--- config.mk ---
export PLATFORM = sky130hd
export DESIGN_NAME = lcdsm_top
export DESIGN_NICKNAME = d
export VERILOG_FILES = /design/src/shared/lcdsm_pkg.sv /design/src/verilog/lcdsm_top.sv /design/src/verilog/lcdsm_mem.sv
export SDC_FILE = /design/constraint.sdc
export NUM_CORES = 1
export LEC_CHECK = 0
export ABC_CLOCK_PERIOD_IN_PS = 5950
export BUFFER_PORTS_ARGS = -buffer_cell sky130_fd_sc_hd__buf_2
export CORE_MARGIN = 1
export CORE_UTILIZATION = 55
export DETAILED_ROUTE_END_ITERATION = 6
export MAX_ROUTING_LAYER = met4
export PLACE_DENSITY = 0.75
export SYNTH_ARGS = -nofsm -noshare
export SYNTH_HDL_FRONTEND = slang
export SYNTH_SLANG_ARGS = --single-unit
--- constraint.sdc ---
create_clock -name pclk -period 5.95 [get_ports pclk]
set_input_delay 0.8925 -clock pclk [delete_from_list [all_inputs] [get_ports pclk]]
set_output_delay 0.8925 -clock pclk [all_outputs]
set_load 0.01 [all_outputs]
--- src/shared/lcdsm_pkg.sv ---
`default_nettype none

package lcdsm_pkg;

    ////////////////////////////////////////////////////////////////////////////////
    // Register indices; the byte address is four times the index.
    localparam logic [7:0] IDX_MAIN_CFG = 8'h95;
    localparam logic [7:0] IDX_CLK_CFG = 8'h96;
    localparam logic [7:0] IDX_SEG_EN_A = 8'h97;
    localparam logic [7:0] IDX_AUX_X = 8'h9C;
    localparam logic [7:0] IDX_PTR = 8'hAC;
    localparam logic [7:0] IDX_DATA = 8'hAE;
    localparam logic [7:0] IDX_AUX_Y = 8'hB1;
    localparam logic [7:0] IDX_SEG_EN_B = 8'hED;
    localparam logic [7:0] REG_RESET = 8'h00;

    ////////////////////////////////////////////////////////////////////////////////
    // Field positions.
    localparam int unsigned MAIN_MUX_LO = 0;
    localparam int unsigned MAIN_BIAS = 2;
    localparam int unsigned MAIN_CLEAR = 3;
    localparam int unsigned MAIN_BLINK_EN = 4;
    localparam int unsigned MAIN_SLEEP_DIS = 5;
    localparam int unsigned MAIN_CLKSEL = 6;
    localparam int unsigned MAIN_DISP_EN = 7;
    localparam int unsigned CLK_FD_LO = 0;
    localparam int unsigned CLK_RATE_LO = 4;
    localparam int unsigned CLK_MODE_LO = 6;
    localparam int unsigned AUX_X_EXT_LADDER = 0;
    localparam int unsigned AUX_Y_FREEZE = 0;
    localparam int unsigned PTR_WRITE = 7;
    localparam int unsigned PTR_RSVD = 6;
    localparam logic [7:0] PTR_MASK = 8'hBF;

    ////////////////////////////////////////////////////////////////////////////////
    // Memory, lines and modes.
    localparam int unsigned MEM_DEPTH = 15;
    localparam int unsigned SEG_LINES = 29;
    localparam logic [1:0] MUX_3X = 2'h2;
    localparam logic [1:0] MUX_4X = 2'h3;
    localparam logic [1:0] BLINK_SW_OFF = 2'h0;
    localparam logic [1:0] BLINK_SW_ON = 2'h1;
    localparam logic [1:0] BLINK_AUTO_SEL = 2'h2;
    localparam logic [1:0] BLINK_AUTO_FIX = 2'h3;

    ////////////////////////////////////////////////////////////////////////////////
    // Blink half periods and frame scale, in LCD clock ticks.
    localparam logic [11:0] BLINK_HALF_R0 = 12'h400;
    localparam logic [11:0] BLINK_HALF_R1 = 12'h200;
    localparam logic [11:0] BLINK_HALF_R2 = 12'h100;
    localparam logic [11:0] BLINK_HALF_R3 = 12'h080;
    localparam logic [11:0] BLINK_HALF_FIX = 12'h800;
    localparam logic [5:0] FRAME_TICK_SCALE = 6'h02;

    typedef struct packed {
        logic psel;
        logic penable;
        logic pwrite;
        logic [11:0] paddr;
        logic [31:0] pwdata;
    } lcdsm_apb_req_type;

    typedef struct packed {
        logic pready;
        logic [31:0] prdata;
        logic pslverr;
    } lcdsm_apb_rsp_type;

    typedef struct packed {
        logic [SEG_LINES-1:0][3:0] seg_drive;
        logic [3:0] bp_active;
        logic [SEG_LINES-1:0] line_is_lcd;
        logic pin28_bp;
        logic pin27_bp;
        logic ext_ladder;
        logic bias_comp_en;
        logic display_on;
        logic frame_tick;
    } lcdsm_glass_type;

endpackage : lcdsm_pkg

`default_nettype wire

--- src/verilog/lcdsm_top.sv ---
// Local design decision: the APB interface to the registers.
`default_nettype none

module lcdsm_top
    import lcdsm_pkg::*;
(
    input wire logic pclk,
    input wire logic presetn,
    input wire lcdsm_apb_req_type apb_req,
    output lcdsm_apb_rsp_type apb_rsp,
    input wire logic lcd_clk_tick,
    input wire logic deep_sleep_mode,
    output lcdsm_glass_type glass
);

    typedef struct packed {
        logic [7:0] main_cfg;
        logic [7:0] clk_cfg;
        logic [7:0] seg_en_a;
        logic [7:0] seg_en_b;
        logic [7:0] aux_x;
        logic [7:0] aux_y;
        logic [7:0] ptr;
        logic [7:0] data;
        logic load_pending;
        logic [5:0] scan_idx;
        logic [5:0] scan_prev;
        logic [MEM_DEPTH-1:0][7:0] shadow;
        logic [11:0] blink_cnt;
        logic blink_phase;
        logic [5:0] frame_cnt;
        lcdsm_apb_rsp_type rsp;
        lcdsm_glass_type glass;
    } lcdsm_state_type;

    lcdsm_state_type st_r;
    lcdsm_state_type st_nxt;

    logic acc;
    logic mem_wr;
    logic [5:0] mem_rd_addr;
    logic [7:0] mem_rd_data;
    logic [7:0] scan_data;
    logic disp_ok;
    logic blink_vis;
    logic auto_blink;
    logic [11:0] blink_half;

    ////////////////////////////////////////////////////////////////////////////////
    // Address decode shared by the read and write paths.
    function automatic logic lcdsm_hit(input logic [11:0] a, input logic [7:0] idx);
        return a[1:0] == 2'h0 && a[11:10] == 2'h0 && a[9:2] == idx;
    endfunction : lcdsm_hit

    function automatic logic lcdsm_mapped(input logic [11:0] a);
        return lcdsm_hit(a, IDX_MAIN_CFG) || lcdsm_hit(a, IDX_CLK_CFG)
            || lcdsm_hit(a, IDX_SEG_EN_A) || lcdsm_hit(a, IDX_AUX_X)
            || lcdsm_hit(a, IDX_PTR) || lcdsm_hit(a, IDX_DATA)
            || lcdsm_hit(a, IDX_AUX_Y) || lcdsm_hit(a, IDX_SEG_EN_B);
    endfunction : lcdsm_mapped

    ////////////////////////////////////////////////////////////////////////////////
    // Segment memory with a port for software and a port for the display scan.
    assign acc = apb_req.psel && apb_req.penable && st_r.rsp.pready;
    assign mem_wr = acc && apb_req.pwrite && lcdsm_hit(apb_req.paddr, IDX_PTR)
        && apb_req.pwdata[PTR_WRITE];
    assign mem_rd_addr = apb_req.pwdata[5:0];

    lcdsm_mem #(
        .DEPTH(MEM_DEPTH)
    ) u_mem (
        .pclk(pclk),
        .presetn(presetn),
        .clear(st_r.main_cfg[MAIN_CLEAR]),
        .wr_en(mem_wr),
        .wr_addr(apb_req.pwdata[5:0]),
        .wdata(st_r.data),
        .rd_addr_a(mem_rd_addr),
        .rd_addr_b(st_r.scan_idx),
        .rd_data_a(mem_rd_data),
        .rd_data_b(scan_data)
    );

    ////////////////////////////////////////////////////////////////////////////////
    // Display gating and blink decode.
    always_comb begin
        if (deep_sleep_mode) begin
            disp_ok = !st_r.main_cfg[MAIN_SLEEP_DIS] && st_r.main_cfg[MAIN_DISP_EN];
        end else begin
            disp_ok = st_r.main_cfg[MAIN_DISP_EN];
        end
        auto_blink = st_r.main_cfg[MAIN_BLINK_EN]
            && st_r.clk_cfg[CLK_MODE_LO+1];
        blink_half = BLINK_HALF_FIX;
        if (st_r.clk_cfg[CLK_MODE_LO +: 2] == BLINK_AUTO_SEL) begin
            unique case (st_r.clk_cfg[CLK_RATE_LO +: 2])
                2'h0: blink_half = BLINK_HALF_R0;
                2'h1: blink_half = BLINK_HALF_R1;
                2'h2: blink_half = BLINK_HALF_R2;
                2'h3: blink_half = BLINK_HALF_R3;
            endcase
        end
        if (!st_r.main_cfg[MAIN_BLINK_EN]) begin
            blink_vis = 1'b1;
        end else begin
            unique case (st_r.clk_cfg[CLK_MODE_LO +: 2])
                BLINK_SW_OFF: blink_vis = 1'b0;
                BLINK_SW_ON: blink_vis = 1'b1;
                BLINK_AUTO_SEL, BLINK_AUTO_FIX: blink_vis = st_r.blink_phase;
            endcase
        end
    end

    ////////////////////////////////////////////////////////////////////////////////
    // Next state.
    always_comb begin
        st_nxt = st_r;
        st_nxt.main_cfg[MAIN_CLEAR] = 1'b0;
        st_nxt.rsp.pready = apb_req.psel && apb_req.penable && !st_r.rsp.pready;
        st_nxt.rsp.pslverr = 1'b0;
        st_nxt.glass.frame_tick = 1'b0;
        if (apb_req.psel && apb_req.penable && !st_r.rsp.pready) begin
            st_nxt.rsp.pslverr = !lcdsm_mapped(apb_req.paddr);
            st_nxt.rsp.prdata = 32'h0000_0000;
            if (!apb_req.pwrite) begin
                if (lcdsm_hit(apb_req.paddr, IDX_MAIN_CFG)) begin
                    st_nxt.rsp.prdata[7:0] = st_r.main_cfg;
                end
                if (lcdsm_hit(apb_req.paddr, IDX_CLK_CFG)) begin
                    st_nxt.rsp.prdata[7:0] = st_r.clk_cfg;
                end
                if (lcdsm_hit(apb_req.paddr, IDX_SEG_EN_A)) begin
                    st_nxt.rsp.prdata[7:0] = st_r.seg_en_a;
                end
                if (lcdsm_hit(apb_req.paddr, IDX_AUX_X)) begin
                    st_nxt.rsp.prdata[7:0] = st_r.aux_x;
                end
                if (lcdsm_hit(apb_req.paddr, IDX_PTR)) begin
                    st_nxt.rsp.prdata[7:0] = st_r.ptr;
                end
                if (lcdsm_hit(apb_req.paddr, IDX_DATA)) begin
                    st_nxt.rsp.prdata[7:0] = st_r.data;
                end
                if (lcdsm_hit(apb_req.paddr, IDX_AUX_Y)) begin
                    st_nxt.rsp.prdata[7:0] = st_r.aux_y;
                end
                if (lcdsm_hit(apb_req.paddr, IDX_SEG_EN_B)) begin
                    st_nxt.rsp.prdata[7:0] = st_r.seg_en_b;
                end
            end
        end
        // A pending pointer read lands in the data register.
        st_nxt.load_pending = 1'b0;
        if (st_r.load_pending) begin
            st_nxt.data = mem_rd_data;
        end
        if (acc && apb_req.pwrite) begin
            if (lcdsm_hit(apb_req.paddr, IDX_MAIN_CFG)) begin
                st_nxt.main_cfg = apb_req.pwdata[7:0];
            end
            if (lcdsm_hit(apb_req.paddr, IDX_CLK_CFG)) begin
                st_nxt.clk_cfg = apb_req.pwdata[7:0];
            end
            if (lcdsm_hit(apb_req.paddr, IDX_SEG_EN_A)) begin
                st_nxt.seg_en_a = apb_req.pwdata[7:0];
            end
            if (lcdsm_hit(apb_req.paddr, IDX_AUX_X)) begin
                st_nxt.aux_x = apb_req.pwdata[7:0];
            end
            if (lcdsm_hit(apb_req.paddr, IDX_PTR)) begin
                st_nxt.ptr = apb_req.pwdata[7:0] & PTR_MASK;
                st_nxt.load_pending = !apb_req.pwdata[PTR_WRITE];
            end
            if (lcdsm_hit(apb_req.paddr, IDX_DATA)) begin
                st_nxt.data = apb_req.pwdata[7:0];
            end
            if (lcdsm_hit(apb_req.paddr, IDX_AUX_Y)) begin
                st_nxt.aux_y = apb_req.pwdata[7:0];
            end
            if (lcdsm_hit(apb_req.paddr, IDX_SEG_EN_B)) begin
                st_nxt.seg_en_b = apb_req.pwdata[7:0];
            end
        end
        // Scan copies memory into the displayed copy unless frozen.
        st_nxt.scan_prev = st_r.scan_idx;
        st_nxt.scan_idx = (st_r.scan_idx == 6'(MEM_DEPTH - 1)) ? 6'h00 : st_r.scan_idx + 6'h01;
        if (!st_r.aux_y[AUX_Y_FREEZE]) begin
            for (int i = 0; i < MEM_DEPTH; i++) begin
                if (st_r.scan_prev == 6'(i)) begin
                    st_nxt.shadow[i] = scan_data;
                end
            end
        end
        // Automatic blink and frame timing run from LCD clock ticks.
        if (!auto_blink) begin
            st_nxt.blink_cnt = 12'h000;
            st_nxt.blink_phase = 1'b1;
        end else if (lcd_clk_tick) begin
            if (st_r.blink_cnt >= blink_half - 12'h001) begin
                st_nxt.blink_cnt = 12'h000;
                st_nxt.blink_phase = !st_r.blink_phase;
            end else begin
                st_nxt.blink_cnt = st_r.blink_cnt + 12'h001;
            end
        end
        if (lcd_clk_tick) begin
            if (st_r.frame_cnt >= 6'((7'(st_r.clk_cfg[CLK_FD_LO +: 4]) + 7'h01)
                                     * 7'(FRAME_TICK_SCALE)) - 6'h01) begin
                st_nxt.frame_cnt = 6'h00;
                st_nxt.glass.frame_tick = 1'b1;
            end else begin
                st_nxt.frame_cnt = st_r.frame_cnt + 6'h01;
            end
        end
        // Pin outputs; off phases blank the drive and leave memory alone.
        for (int l = 0; l < SEG_LINES; l++) begin
            st_nxt.glass.seg_drive[l] = (disp_ok && blink_vis)
                ? st_r.shadow[l / 2][(l % 2) * 4 +: 4] : 4'h0;
        end
        st_nxt.glass.display_on = disp_ok && blink_vis;
        st_nxt.glass.pin28_bp = st_r.main_cfg[MAIN_MUX_LO +: 2] == MUX_3X
            || st_r.main_cfg[MAIN_MUX_LO +: 2] == MUX_4X;
        st_nxt.glass.pin27_bp = st_r.main_cfg[MAIN_MUX_LO +: 2] == MUX_4X;
        unique case (st_r.main_cfg[MAIN_MUX_LO +: 2])
            MUX_4X: st_nxt.glass.bp_active = 4'hF;
            MUX_3X: st_nxt.glass.bp_active = 4'h7;
            default: st_nxt.glass.bp_active = 4'h3;
        endcase
        st_nxt.glass.line_is_lcd[15:0] = 16'hFFFF;
        st_nxt.glass.line_is_lcd[19:16] = st_r.seg_en_b[3:0];
        st_nxt.glass.line_is_lcd[25:20] = st_r.seg_en_a[7:2];
        st_nxt.glass.line_is_lcd[26] = 1'b1;
        st_nxt.glass.line_is_lcd[27] = !st_nxt.glass.pin27_bp;
        st_nxt.glass.line_is_lcd[28] = !st_nxt.glass.pin28_bp;
        st_nxt.glass.ext_ladder = st_r.aux_x[AUX_X_EXT_LADDER];
        st_nxt.glass.bias_comp_en = !st_r.aux_x[AUX_X_EXT_LADDER];
    end

    always_ff @(posedge pclk or negedge presetn) begin
        if (!presetn) begin
            st_r <= '0;
        end else begin
            st_r <= st_nxt;
        end
    end

    assign apb_rsp = st_r.rsp;
    assign glass = st_r.glass;
endmodule : lcdsm_top

`default_nettype wire

--- src/verilog/lcdsm_mem.sv ---
`default_nettype none

module lcdsm_mem
    import lcdsm_pkg::*;
#(
    parameter int unsigned DEPTH = MEM_DEPTH
) (
    input wire logic pclk,
    input wire logic presetn,
    input wire logic clear,
    input wire logic wr_en,
    input wire logic [5:0] wr_addr,
    input wire logic [7:0] wdata,
    input wire logic [5:0] rd_addr_a,
    input wire logic [5:0] rd_addr_b,
    output logic [7:0] rd_data_a,
    output logic [7:0] rd_data_b
);

    typedef struct packed {
        logic [DEPTH-1:0][7:0] bytes;
        logic [7:0] rda;
        logic [7:0] rdb;
    } lcdsm_mem_state_type;

    lcdsm_mem_state_type st_r;
    lcdsm_mem_state_type st_nxt;

    // Returns the byte at an address, zero beyond the last byte.
    function automatic logic [7:0] lcdsm_fetch(input lcdsm_mem_state_type s,
                                               input logic [5:0] a);
        logic [7:0] v;
        v = 8'h00;
        for (int i = 0; i < DEPTH; i++) begin
            if (a == 6'(i)) begin
                v = s.bytes[i];
            end
        end
        return v;
    endfunction : lcdsm_fetch

    ////////////////////////////////////////////////////////////////////////////////
    always_comb begin
        st_nxt = st_r;
        for (int i = 0; i < DEPTH; i++) begin
            if (clear) begin
                st_nxt.bytes[i] = 8'h00;
            end else if (wr_en && wr_addr == 6'(i)) begin
                st_nxt.bytes[i] = wdata;
            end
        end
        st_nxt.rda = lcdsm_fetch(st_r, rd_addr_a);
        st_nxt.rdb = lcdsm_fetch(st_r, rd_addr_b);
    end

    always_ff @(posedge pclk or negedge presetn) begin
        if (!presetn) begin
            st_r <= '0;
        end else begin
            st_r <= st_nxt;
        end
    end

    assign rd_data_a = st_r.rda;
    assign rd_data_b = st_r.rdb;

endmodule : lcdsm_mem

`default_nettype wire

---- After elaboration in Yosys (flattened, before gate mapping) ----
Index checks and enable logic that the tools add are counted.
word-level totals
  bits of input ports ..................... 51
  memories ................................ 0
  bits in latches ......................... 0
  register bits after elaboration ......... 512
  RAM bits ................................ 0
  ROM bits ................................ 0
cells by class
  multipliers ............................. 0
  equality and inequality tests ........... 60
  shifts and indexed selects .............. 0
  reduce and logical (&&, ||, !) cells .... 95
  bitwise gates (word level) .............. 1
  add/subtract/negate cells ............... 6
  div/mod/pow operators ................... 0
  magnitude comparators ................... 2
  multiplexer cells ....................... 124
operators with widths
  cell                                                                   number
  8-bit 2-to-1 mux                                                       77
  6-bit by 4-bit == test with 1-bit output (second input constant)       21
  4-bit 2-to-1 mux                                                       30
  6-bit by 3-bit == test with 1-bit output (second input constant)       12
  8-bit == test (second input constant)                                  8
  61-bit 2-to-1 mux                                                      1
  12-bit one-hot mux with 4 select lines                                 1
  2-bit AND reduction                                                    23
  6-bit by 2-bit == test with 1-bit output (second input constant)       6
  1-bit logical AND                                                      33
  2-bit nonzero test                                                     15
  13-bit 2-to-1 mux                                                      2
  12-bit 2-to-1 mux                                                      2
  6-bit by 1-bit == test with 1-bit output (second input constant)       3
  6-bit zero test                                                        3
  12-bit by 1-bit adder with 12-bit output (second input constant)       1
  6-bit by 1-bit adder with 6-bit output (second input constant)         2
  2-bit == test (second input constant)                                  6
  12-bit >= comparator                                                   1
  6-bit 2-to-1 mux                                                       2
  12-bit by 1-bit subtractor with 12-bit output (second input constant)  1
  1-bit zero test                                                        8
  2-bit zero test                                                        4
  1-bit logical OR                                                       8
  other kinds (11)                                                       18

---- Longest topological paths before layout ----
Gate-level depths: netlist (run 1).
  word-level depth ........................ 16
  gate-level depth with buffers ........... 11

---- Cells and area by module ----
A second synthesis (run 1) with hierarchy kept.
unflattened totals
  cell total of the unflattened synthesis .. 2050
  area total of the unflattened synthesis .. 23442.5 um^2
by module, submodules not included
  module     times used  cells each  area an instance (um^2)
  lcdsm_top  1           1202        15289.7
  lcdsm_mem  1           848         8152.8

---- Worst setup path after synthesis (run 1) ----
No wires, ideal clock.
  kind .................................... input -> register
  start point ............................. input apb_req[33] in the netlist's numbering
  end point ............................... register u_mem.st_r[100] in the netlist's numbering
  data required time ...................... 5818 ps
  arrival ................................. 2975 ps
  stages .................................. 7
  slack ................................... 2843 ps
  setup time .............................. 132 ps
  buffers on the path ..................... 2
  path through ............................ or4_4 or4_4 buf_6 buf_12 nor4_4 mux2i_1 nor2_1
on the way
  word-level cells in the longest chain between the ends .. 7
RTL lines
  what                                 line             text
  start: declaration                   lcdsm_top.sv:9   input wire lcdsm_apb_req_type apb_req,
  2-bit zero test                      lcdsm_top.sv:52  return a[1:0] == 2'h0 && a[11:10] == 2'h0 && a[9:2] == idx;
  1-bit logical AND (2 in a row)       lcdsm_top.sv:52
  1-bit logical AND                    lcdsm_top.sv:65  assign mem_wr = acc && apb_req.pwrite && lcdsm_hit(apb_req.paddr, IDX_PTR)
  1-bit logical AND                    lcdsm_top.sv:66  && apb_req.pwdata[PTR_WRITE];
  1-bit logical AND                    lcdsm_mem.sv:48  end else if (wr_en && wr_addr == 6'(i)) begin
  2-bit nonzero test (no source line)  n/a
  end signal: assignment               lcdsm_mem.sv:60  st_r <= st_nxt;
  end: declaration                     lcdsm_mem.sv:26  lcdsm_mem_state_type st_r;
Every way passes these cells.
A chain may end at the register's enable or synchronous reset.

---- Final worst setup path (run 1) ----
  start point ............................. register st_r[396] in the netlist's numbering
  end point ............................... register st_r[195] in the netlist's numbering
on the way
  word-level cells in the longest chain between the ends .. 6
  elaborated cells between the ends (all ways) .. 9
  those cells by class .................... add/sub: 1; order compare: 1; eq/ne: 3; mux: 2; reduce/logical: 2
RTL lines
  what                                                       line              text
  start: declaration                                         lcdsm_top.sv:36   lcdsm_state_type st_r;
  start signal: assignment                                   lcdsm_top.sv:243  st_r <= st_nxt;
  2-bit == test                                              lcdsm_top.sv:95   if (st_r.clk_cfg[CLK_MODE_LO +: 2] == BLINK_AUTO_SEL) begin
  12-bit 2-to-1 mux                                          lcdsm_top.sv:95
  12-bit by 1-bit subtractor with 12-bit output              lcdsm_top.sv:199  if (st_r.blink_cnt >= blink_half - 12'h001) begin
  12-bit >= comparator                                       lcdsm_top.sv:199
  2-bit by 1-bit != test with 1-bit output (no source line)  n/a
  2-bit AND reduction (no source line)                       n/a
Several ways; a longest one is shown, not always the timed one.

==> reports/results.ini, run 1 <==
[placement]
place.gp.congestion=0.9625
dp_slack_ns=2.229
dp.final_hpwl_microns=38790
place_area_sq_um=23510
port_buffers=191

[pwr]
swShare=0.2263
net-switching-power_uw=1561
power_density_nw_per_um2=273.4
ir_worst_vdd_uv=219.7
p_comb_frac=0.039
fin_total_pwr_uw=6897
intPower_uw=5336
pwr-share-clk=0.470
pwr-share-seq=0.492
p_leak_uw=0.01262

[floorplan]
ios=240
fp-row-count=75
start_util=0.5580
die_h_microns=208.5
dieArea_sq_um=43480
fp.coreArea_sq_um=42040
fp.dieW_microns=208.5

[final_layout]
register_area_sq_um=12320
multi_input_area_sq_um=9236
nFillCells=3332
final_cell_area_sq_um=25230
syn_to_final_growth_pct=7.547
layout-drive-gt1-share=0.2433
final_nets=2113
postLayoutCoreUtil=0.6001

[worst_hold_path]
hp-class=input port to async pin

[synthesis]
syn-instance-count=2067
synth_edf_count=0
ys_types=76
syn_area_sq_um=23460
async_flop_share=1.000
ys.flop_type=dfrtp_1
yosys_warnings=0
yosysSeqAreaShare=0.5248
ys_ff_latch=492
synth.avg_cell_area_sq_um=11.35

[clocking]
holdBufCountCts=0
cts_buffers=49
cts-root-buf=clkbuf_16
clk_path_buf_depth=3
clkSinkCount=492
postCtsSetupBuffers=0
clkSlewWorstSetupHoldPaths_ns=0.06
clock_latency_ns=0.62
post_cts_resize_count=0
cts_tree=yes
htree_levels=2

[worst_setup_path]
worst_path_max_delay_cell=o31ai_1
worstSetupStartpointType=register
critical-path-top-delay-family=compound AO/OA/AOI/OAI gates
slowest_delay_ns=0.92
critical_path_class=register to register
cp.required_ns=6.43
crit_path_cell_trace=nor2b_1, nand3_1, ha_1, xor2_1, ha_1, o211ai_1, o31ai_1, mux2_2
crit_arrival_ns=3.76
crit_buf_inv=0
path_common_cell=ha_1
crit_fanout=8
reg2reg_from=st_r[396]
crit_path_start=st_r[396]
setup.worst_path.end_class=register

[global_route]
grt_max_degree=163
busiest_layer=met2
antenna_found_initial=1
use_met3=0.05162
grt-ovfl-total=0
grt_pass1_vias=15140
use_met1=0.3837
grt_pass1_wl_microns=90150
grtUsageMet2=0.4093
grt_use_total=0.2757

[routing]
firstDrtPassIters=6
via_per_inst=5.970
drt_iter0_drc=1665
drt-total-wl_microns=57420
post_drt_wl_per_cell_microns=21.91
via_count=15640
drtAntennaViolNets=0
remaining_drc_errors=0

[timing]
fmax_mhz=304.9
rsz0062_at_grt=no
min_period_ns=3.279
worstMarginPinSlew_ns=1.327
hold_violations=0
slew_viol_final=0
clock_skew_ns=0.03013
min_period_over_period=0.5512
worst_slack_ns=2.671
setup_viol=0
relSlewSlack=0.1078
finalSetupTns_ns=0

[job]
maxCapViolCount=0

[outcome]
status=finished, final reports clean

-- state kept, by name, summed over array words and instances, names as in the netlist --
name             cells
u_mem.rd_data_b      8
apb_rsp             10
st_r               194
u_mem.st_r         120
st_nxt              17
u_mem.rd_data_a      8
glass              135
-- cells by family (layout without fill, tap and decap cells) --
logic type / count (synthesis) / in the layout / share of synthesized area
other: 2 / 27 / 0.0003201
adder cells (fa/ha/maj): 18 / 18 / 0.009601
multiplexers: 338 / 338 / 0.1586
AND/OR/NAND/NOR: 609 / 609 / 0.1415
XOR/XNOR: 13 / 13 / 0.004854
AO/OA/AOI/OAI: 251 / 251 / 0.07382
buffers and inverters: 344 / 333 / 0.08651
flip-flops: 492 / 492 / 0.5248
-- power groups by stage --
stage / Clock [uW] / Sequential [uW] / Combinational, uW
floorplan: 0 / 3450 / 159
global placement: 0 / 3450 / 262
detailed placement: 0 / 3450 / 269
CTS: 3300 / 3390 / 269
global route: 3440 / 3390 / 300
finish: 3240 / 3390 / 266
-- layout by cell type (no fill, tap or decap), types with 7 or more instances in the layout --
cell type and n:
a211oi_1 10, a21o_1 9, a21oi_1 36, a221o_1 7, a22o_1 8, a22oi_1 12, and2_1 122, and3_1 12
buf_2 190, buf_4 20, clkbuf_1 7, clkbuf_16 49, clkbuf_8 8, clkinv_2 8, conb_1 26, dfrtp_1 491
ha_1 18, inv_1 32, mux2_2 169, mux2i_1 159, mux4_2 10, nand2_1 84, nand2b_1 16, nand3_1 52
nand4_1 13, nor2_1 179, nor2b_1 12, nor3_1 39, nor4_1 12, nor4_4 11, o211ai_1 9, o21ai_0 63
o221ai_1 12, o22ai_1 18, o2bb2ai_1 9, o31ai_1 7, xnor2_1 8
-- synthesized netlist by cell type (all sizes together), types with 5 or more instances --
cell,instances,area share
o221ai,12,0.0045
mux4,10,0.0096
o2bb2ai,9,0.0034
and3,12,0.0032
and2,122,0.033
or3,5,0.0013
nand3b,5,0.0016
nor3b,7,0.0022
nand2,84,0.013
nor4,24,0.013
o21ai,63,0.013
o22ai,18,0.0048
nor2b,12,0.0032
mux2i,159,0.068
buf,211,0.065
a21oi,37,0.0079
clkbuf,100,0.016
o32ai,5,0.0019
o2111ai,5,0.0019
a22oi,12,0.0038
dfrtp,492,0.52
or4,6,0.0022
nor3,39,0.0083
xnor2,8,0.0030
or2,5,0.0013
a211oi,10,0.0032
xor2,5,0.0019
a221o,7,0.0030
nor4bb,5,0.0021
nand4,13,0.0035
nand2b,16,0.0043
a22o,8,0.0030
inv,32,0.0051
mux2,169,0.081
o31ai,7,0.0022
ha,18,0.0096
a21o,9,0.0029
o211ai,9,0.0029
a31oi,5,0.0013
nor2,180,0.029
nand3,52,0.011
-- layer usage --
metal	routed length [microns]	up-vias
met5	0	-
met4	1449	0
met3	4012	99
met2	26300	617
met1	25650	7918
li1	-	7008
-- metrics by stage --
step           std cells  hold slack, ns
6_report            2620          0.3119
5_1_grt             2620          0.3536
4_1_cts             2619          0.3102
3_5_place_dp        2532          0.3656
3_3_place_gp        2532          0.3636
2_1_floorplan       2091          0.3519
-- path summary, 6_finish.rpt --
path / end / slack (ns) / cells after the start
max in group asynchronous: st_r[308] / 4.40 / 2
hold / removal: apb_rsp[33] / 0.31 / 1
min in group pclk: glass[23] / 0.38 / 0
setup / recovery: st_r[195] / 2.67 / 8
setup reg to reg: st_r[195] / 2.67 / 8
hold reg to reg: glass[23] / 0.38 / 0
-- layout make-up --
class                           count  share of cell area
Antenna cell                        1          0.00009919
Multi-Input combinational cell   1255              0.3661
Tap cell                          539             0.02673
Sequential cell                   492              0.4881
Clock inverter                     23             0.01418
Inverter                           33            0.004910
Clock buffer                       64             0.05401
Timing Repair Buffer              213             0.04582
-- worst reg2reg max path: cells and delay by family, from the launching register on --
family          cells  cell delay (ns)
compound gates      2             1.15
flops               1             0.49
fa+ha+maj           2             0.48
simple gates        2             0.47
mux                 1             0.41
xor+xnor            1             0.16
Power figures use the tool's default switching activity.
==> inputs of run 2 (changes only) <==
- ABC_CLOCK_PERIOD_IN_PS: 5950 -> 3050
- clock period: 5.95 -> 3.05 ns (I/O delays scaled with it)
==> run 2 against run 1 <==
Against the previous run: sequential power up 95%; die area is the same; critical path depth stayed put; core utilization increased by 1.7 points; the run now ends with design-rule violations left; non-clock buffer count is 87 higher.
==> reports/results.ini, run 2 (same netlist as run 1, synthesis figures left out) <==
[worst_setup_path]
reg2reg_from=st_nxt[328]
worst_path_max_delay_cell=or4b_2
regToRegSetupSlack_ns=0.09  ; -2.58 ns
crit_arrival_ns=3.41  ; -0.35 ns
setup.worst_path.end_class=register
worstSetupStartpointType=register
cp.required_ns=3.50  ; -2.93 ns
crit_path_cell_trace=inv_1, ha_1, nor2b_1, buf_4, and3_1, o32ai_1, a2111oi_0, or4b_2
crit_fanout=7  ; -1
reg2reg_depth=8  ; unchanged
r2r-end=u_mem.rd_data_b[1]
slowest_delay_ns=0.68  ; -0.24 ns
critical_path_class=register to register

[timing]
hold_violations=0  ; unchanged
clock_skew_ns=0.01159  ; -0.01854 ns
worstMarginPinSlew_ns=0.9637  ; -0.3635 ns
slew_viol_final=0  ; unchanged
min_period_ns=2.964  ; -0.3151 ns
rsz0062_at_grt=no
setup_viol=0  ; unchanged
fmax_mhz=337.3  ; +11%
min_period_over_period=0.9719  ; +0.4208
finalSetupTns_ns=0  ; unchanged
relSlewSlack=0.3575  ; +0.2497

[final_layout]
final_nets=2201  ; +4.2%
syn_to_final_growth_pct=10.61
antennaDiodeCount=0  ; -1
final_common_cell=dfrtp_1
top_register=st_r
most-common-layout-cells=dfrtp_1 (491), buf_2 (190), nor2_1 (179), mux2_2 (169), mux2i_1 (159)
largest_reg_flops=194  ; unchanged
nFillCells=3312  ; -0.60%
layout-drive-gt1-share=0.2739  ; +0.03059
final_cell_area_sq_um=25950  ; +2.8%

[clocking]
postCtsSetupBuffers=0  ; unchanged
clkSinkCount=492  ; unchanged
cts_tree=yes
clk_path_buf_depth=3  ; unchanged
clkSlewWorstSetupHoldPaths_ns=0.07  ; about the same
cts_buffers=50  ; +2.0%
cts-root-buf=clkbuf_16
htree_levels=2  ; unchanged
clock_latency_ns=0.61  ; about the same

[worst_hold_path]
hp-class=input port to register
hold_path_end=st_r[194]
worstHoldPathCells=2
worstHoldStart=lcd_clk_tick

[pwr]
swShare=0.2272  ; +0.0008812
intPower_uw=10430  ; +95%
pwr-share-seq=0.490  ; -0.002
p_comb_frac=0.042  ; +0.003
net-switching-power_uw=3066  ; +96%
pwr-share-clk=0.467  ; -0.003
power_density_nw_per_um2=520.1  ; +90%
p_leak_uw=0.01306  ; +3.5%
ir_worst_vdd_uv=410.3  ; +87%

[floorplan]
dieArea_sq_um=43480  ; unchanged
start_util=0.5580  ; unchanged
fp.dieW_microns=208.5  ; unchanged
die_h_microns=208.5  ; unchanged
fp-row-count=75  ; unchanged
fp.coreArea_sq_um=42040  ; unchanged
ios=240  ; unchanged

[global_route]
grt_pass1_vias=15970  ; +5.5%
antenna_found_initial=0  ; -1
grt_pass1_wl_microns=94760  ; +5.1%
grt-ovfl-total=0  ; unchanged
grt_max_degree=118  ; -28%
grt_use_total=0.2920  ; +0.01632

[routing]
via_per_inst=5.984  ; +0.23%
remaining_drc_errors=6  ; +6
drt_iter0_drc=1468  ; -12%
via_count=16210  ; +3.6%
firstDrtPassIters=7  ; +1
wl_met2_microns=27760  ; +5.5%
met1_length_microns=26430  ; +3.0%
drt-total-wl_microns=60440  ; +5.3%
drtAntennaViolNets=0  ; unchanged
met3_length_microns=4362  ; +8.7%
top_layer_used=met4
post_drt_wl_per_cell_microns=22.32  ; +1.9%

[outcome]
status=finished, violations left
failed_checks=design-rule violations

[job]
maxCapViolCount=0  ; unchanged

[placement]
port_buffers=191  ; unchanged
place_area_sq_um=24230  ; +3.1%
dp.final_hpwl_microns=41900  ; +8.0%
place.gp.congestion=0.9975  ; +3.6%

==> run 2: cell types whose count changed in the layout (fill, tap and decap cells not counted), sizes merged <==
cell and delta:
bufinv -1, clkinv -2, clkbuf +1, diode -1, dlygate4sd3 +1, buf +86
clkinvlp +2, inv +2
==> run 2: per-stage QoR <==
stage,total power (uW),hold slack [ns],util,cells,worst slack (ns)
floorplan,7035,0.1619,-,2091,0.3778
global placement,7283,0.3599,0.5765,2618,0.2596
detailed placement,7305,0.3711,0.5765,2618,0.2123
CTS,13620,0.1607,0.6172,2708,0.2040
global route,13950,0.1902,0.6172,2708,0.03236
finish,13500,0.1854,0.6172,2708,0.08562
==> run 2: how the worst max path moves through the flow <==
stage	start	to	slack [ns]
2_1_floorplan	apb_req[33]	u_mem.st_r[100]	0.38
3_3_place_gp	st_nxt[328]	u_mem.rd_data_b[1]	0.26
3_5_place_dp	apb_req[33]	u_mem.st_r[114]	0.21
4_1_cts	st_nxt[328]	u_mem.rd_data_b[1]	0.20
5_1_grt	st_nxt[328]	u_mem.rd_data_b[1]	0.03
6_report	st_nxt[328]	u_mem.rd_data_b[1]	0.09
==> run 2: repair_timing <==
action | 4_1_cts | 5_1_grt
resized for setup | 0 | 2
hold endpoints to repair | 61 | 0
hold buffers | 1 | 0
endpoints found under the setup margin | 0 | 2
==> run 2: layer usage <==
layer / up-vias / GRT usage
met4: 0 / 0.09527
met1: 8240 / 0.4060
li1: 7150 / -
met3: 128 / 0.05313
met2: 687 / 0.4343
met5: - / -
==> run 2: cell type report <==
| type | instances | area [sq um] | area share |
|---|---|---|---|
| inverters | 33 | 123.9 | 0.004774 |
| clock inverters | 24 | 305.3 | 0.01177 |
| multi-input cells | 1255 | 9231 | 0.3558 |
| well taps | 539 | 674.4 | 0.02599 |
| clock buffers | 65 | 1398 | 0.05386 |
| repair buffers | 300 | 1899 | 0.07320 |
| flip-flops and latches | 492 | 12320 | 0.4746 |
==> run 2: worst max-delay path, delay by kind of cell, from the launching register on <==
family	cells	cell delay, ns
simple gates	3	1.07
compound gates	2	0.63
flops	1	0.51
fa+ha+maj	1	0.30
buf+inv	2	0.29
==> run 2: power groups by stage <==
stage / Clock [uW] / Combinational, uW / Sequential, uW
after floorplan: 0 / 310 / 6720
after global placement: 0 / 550 / 6730
after detailed placement: 0 / 568 / 6740
after CTS: 6430 / 571 / 6620
after global routing: 6690 / 636 / 6620
final: 6310 / 571 / 6620
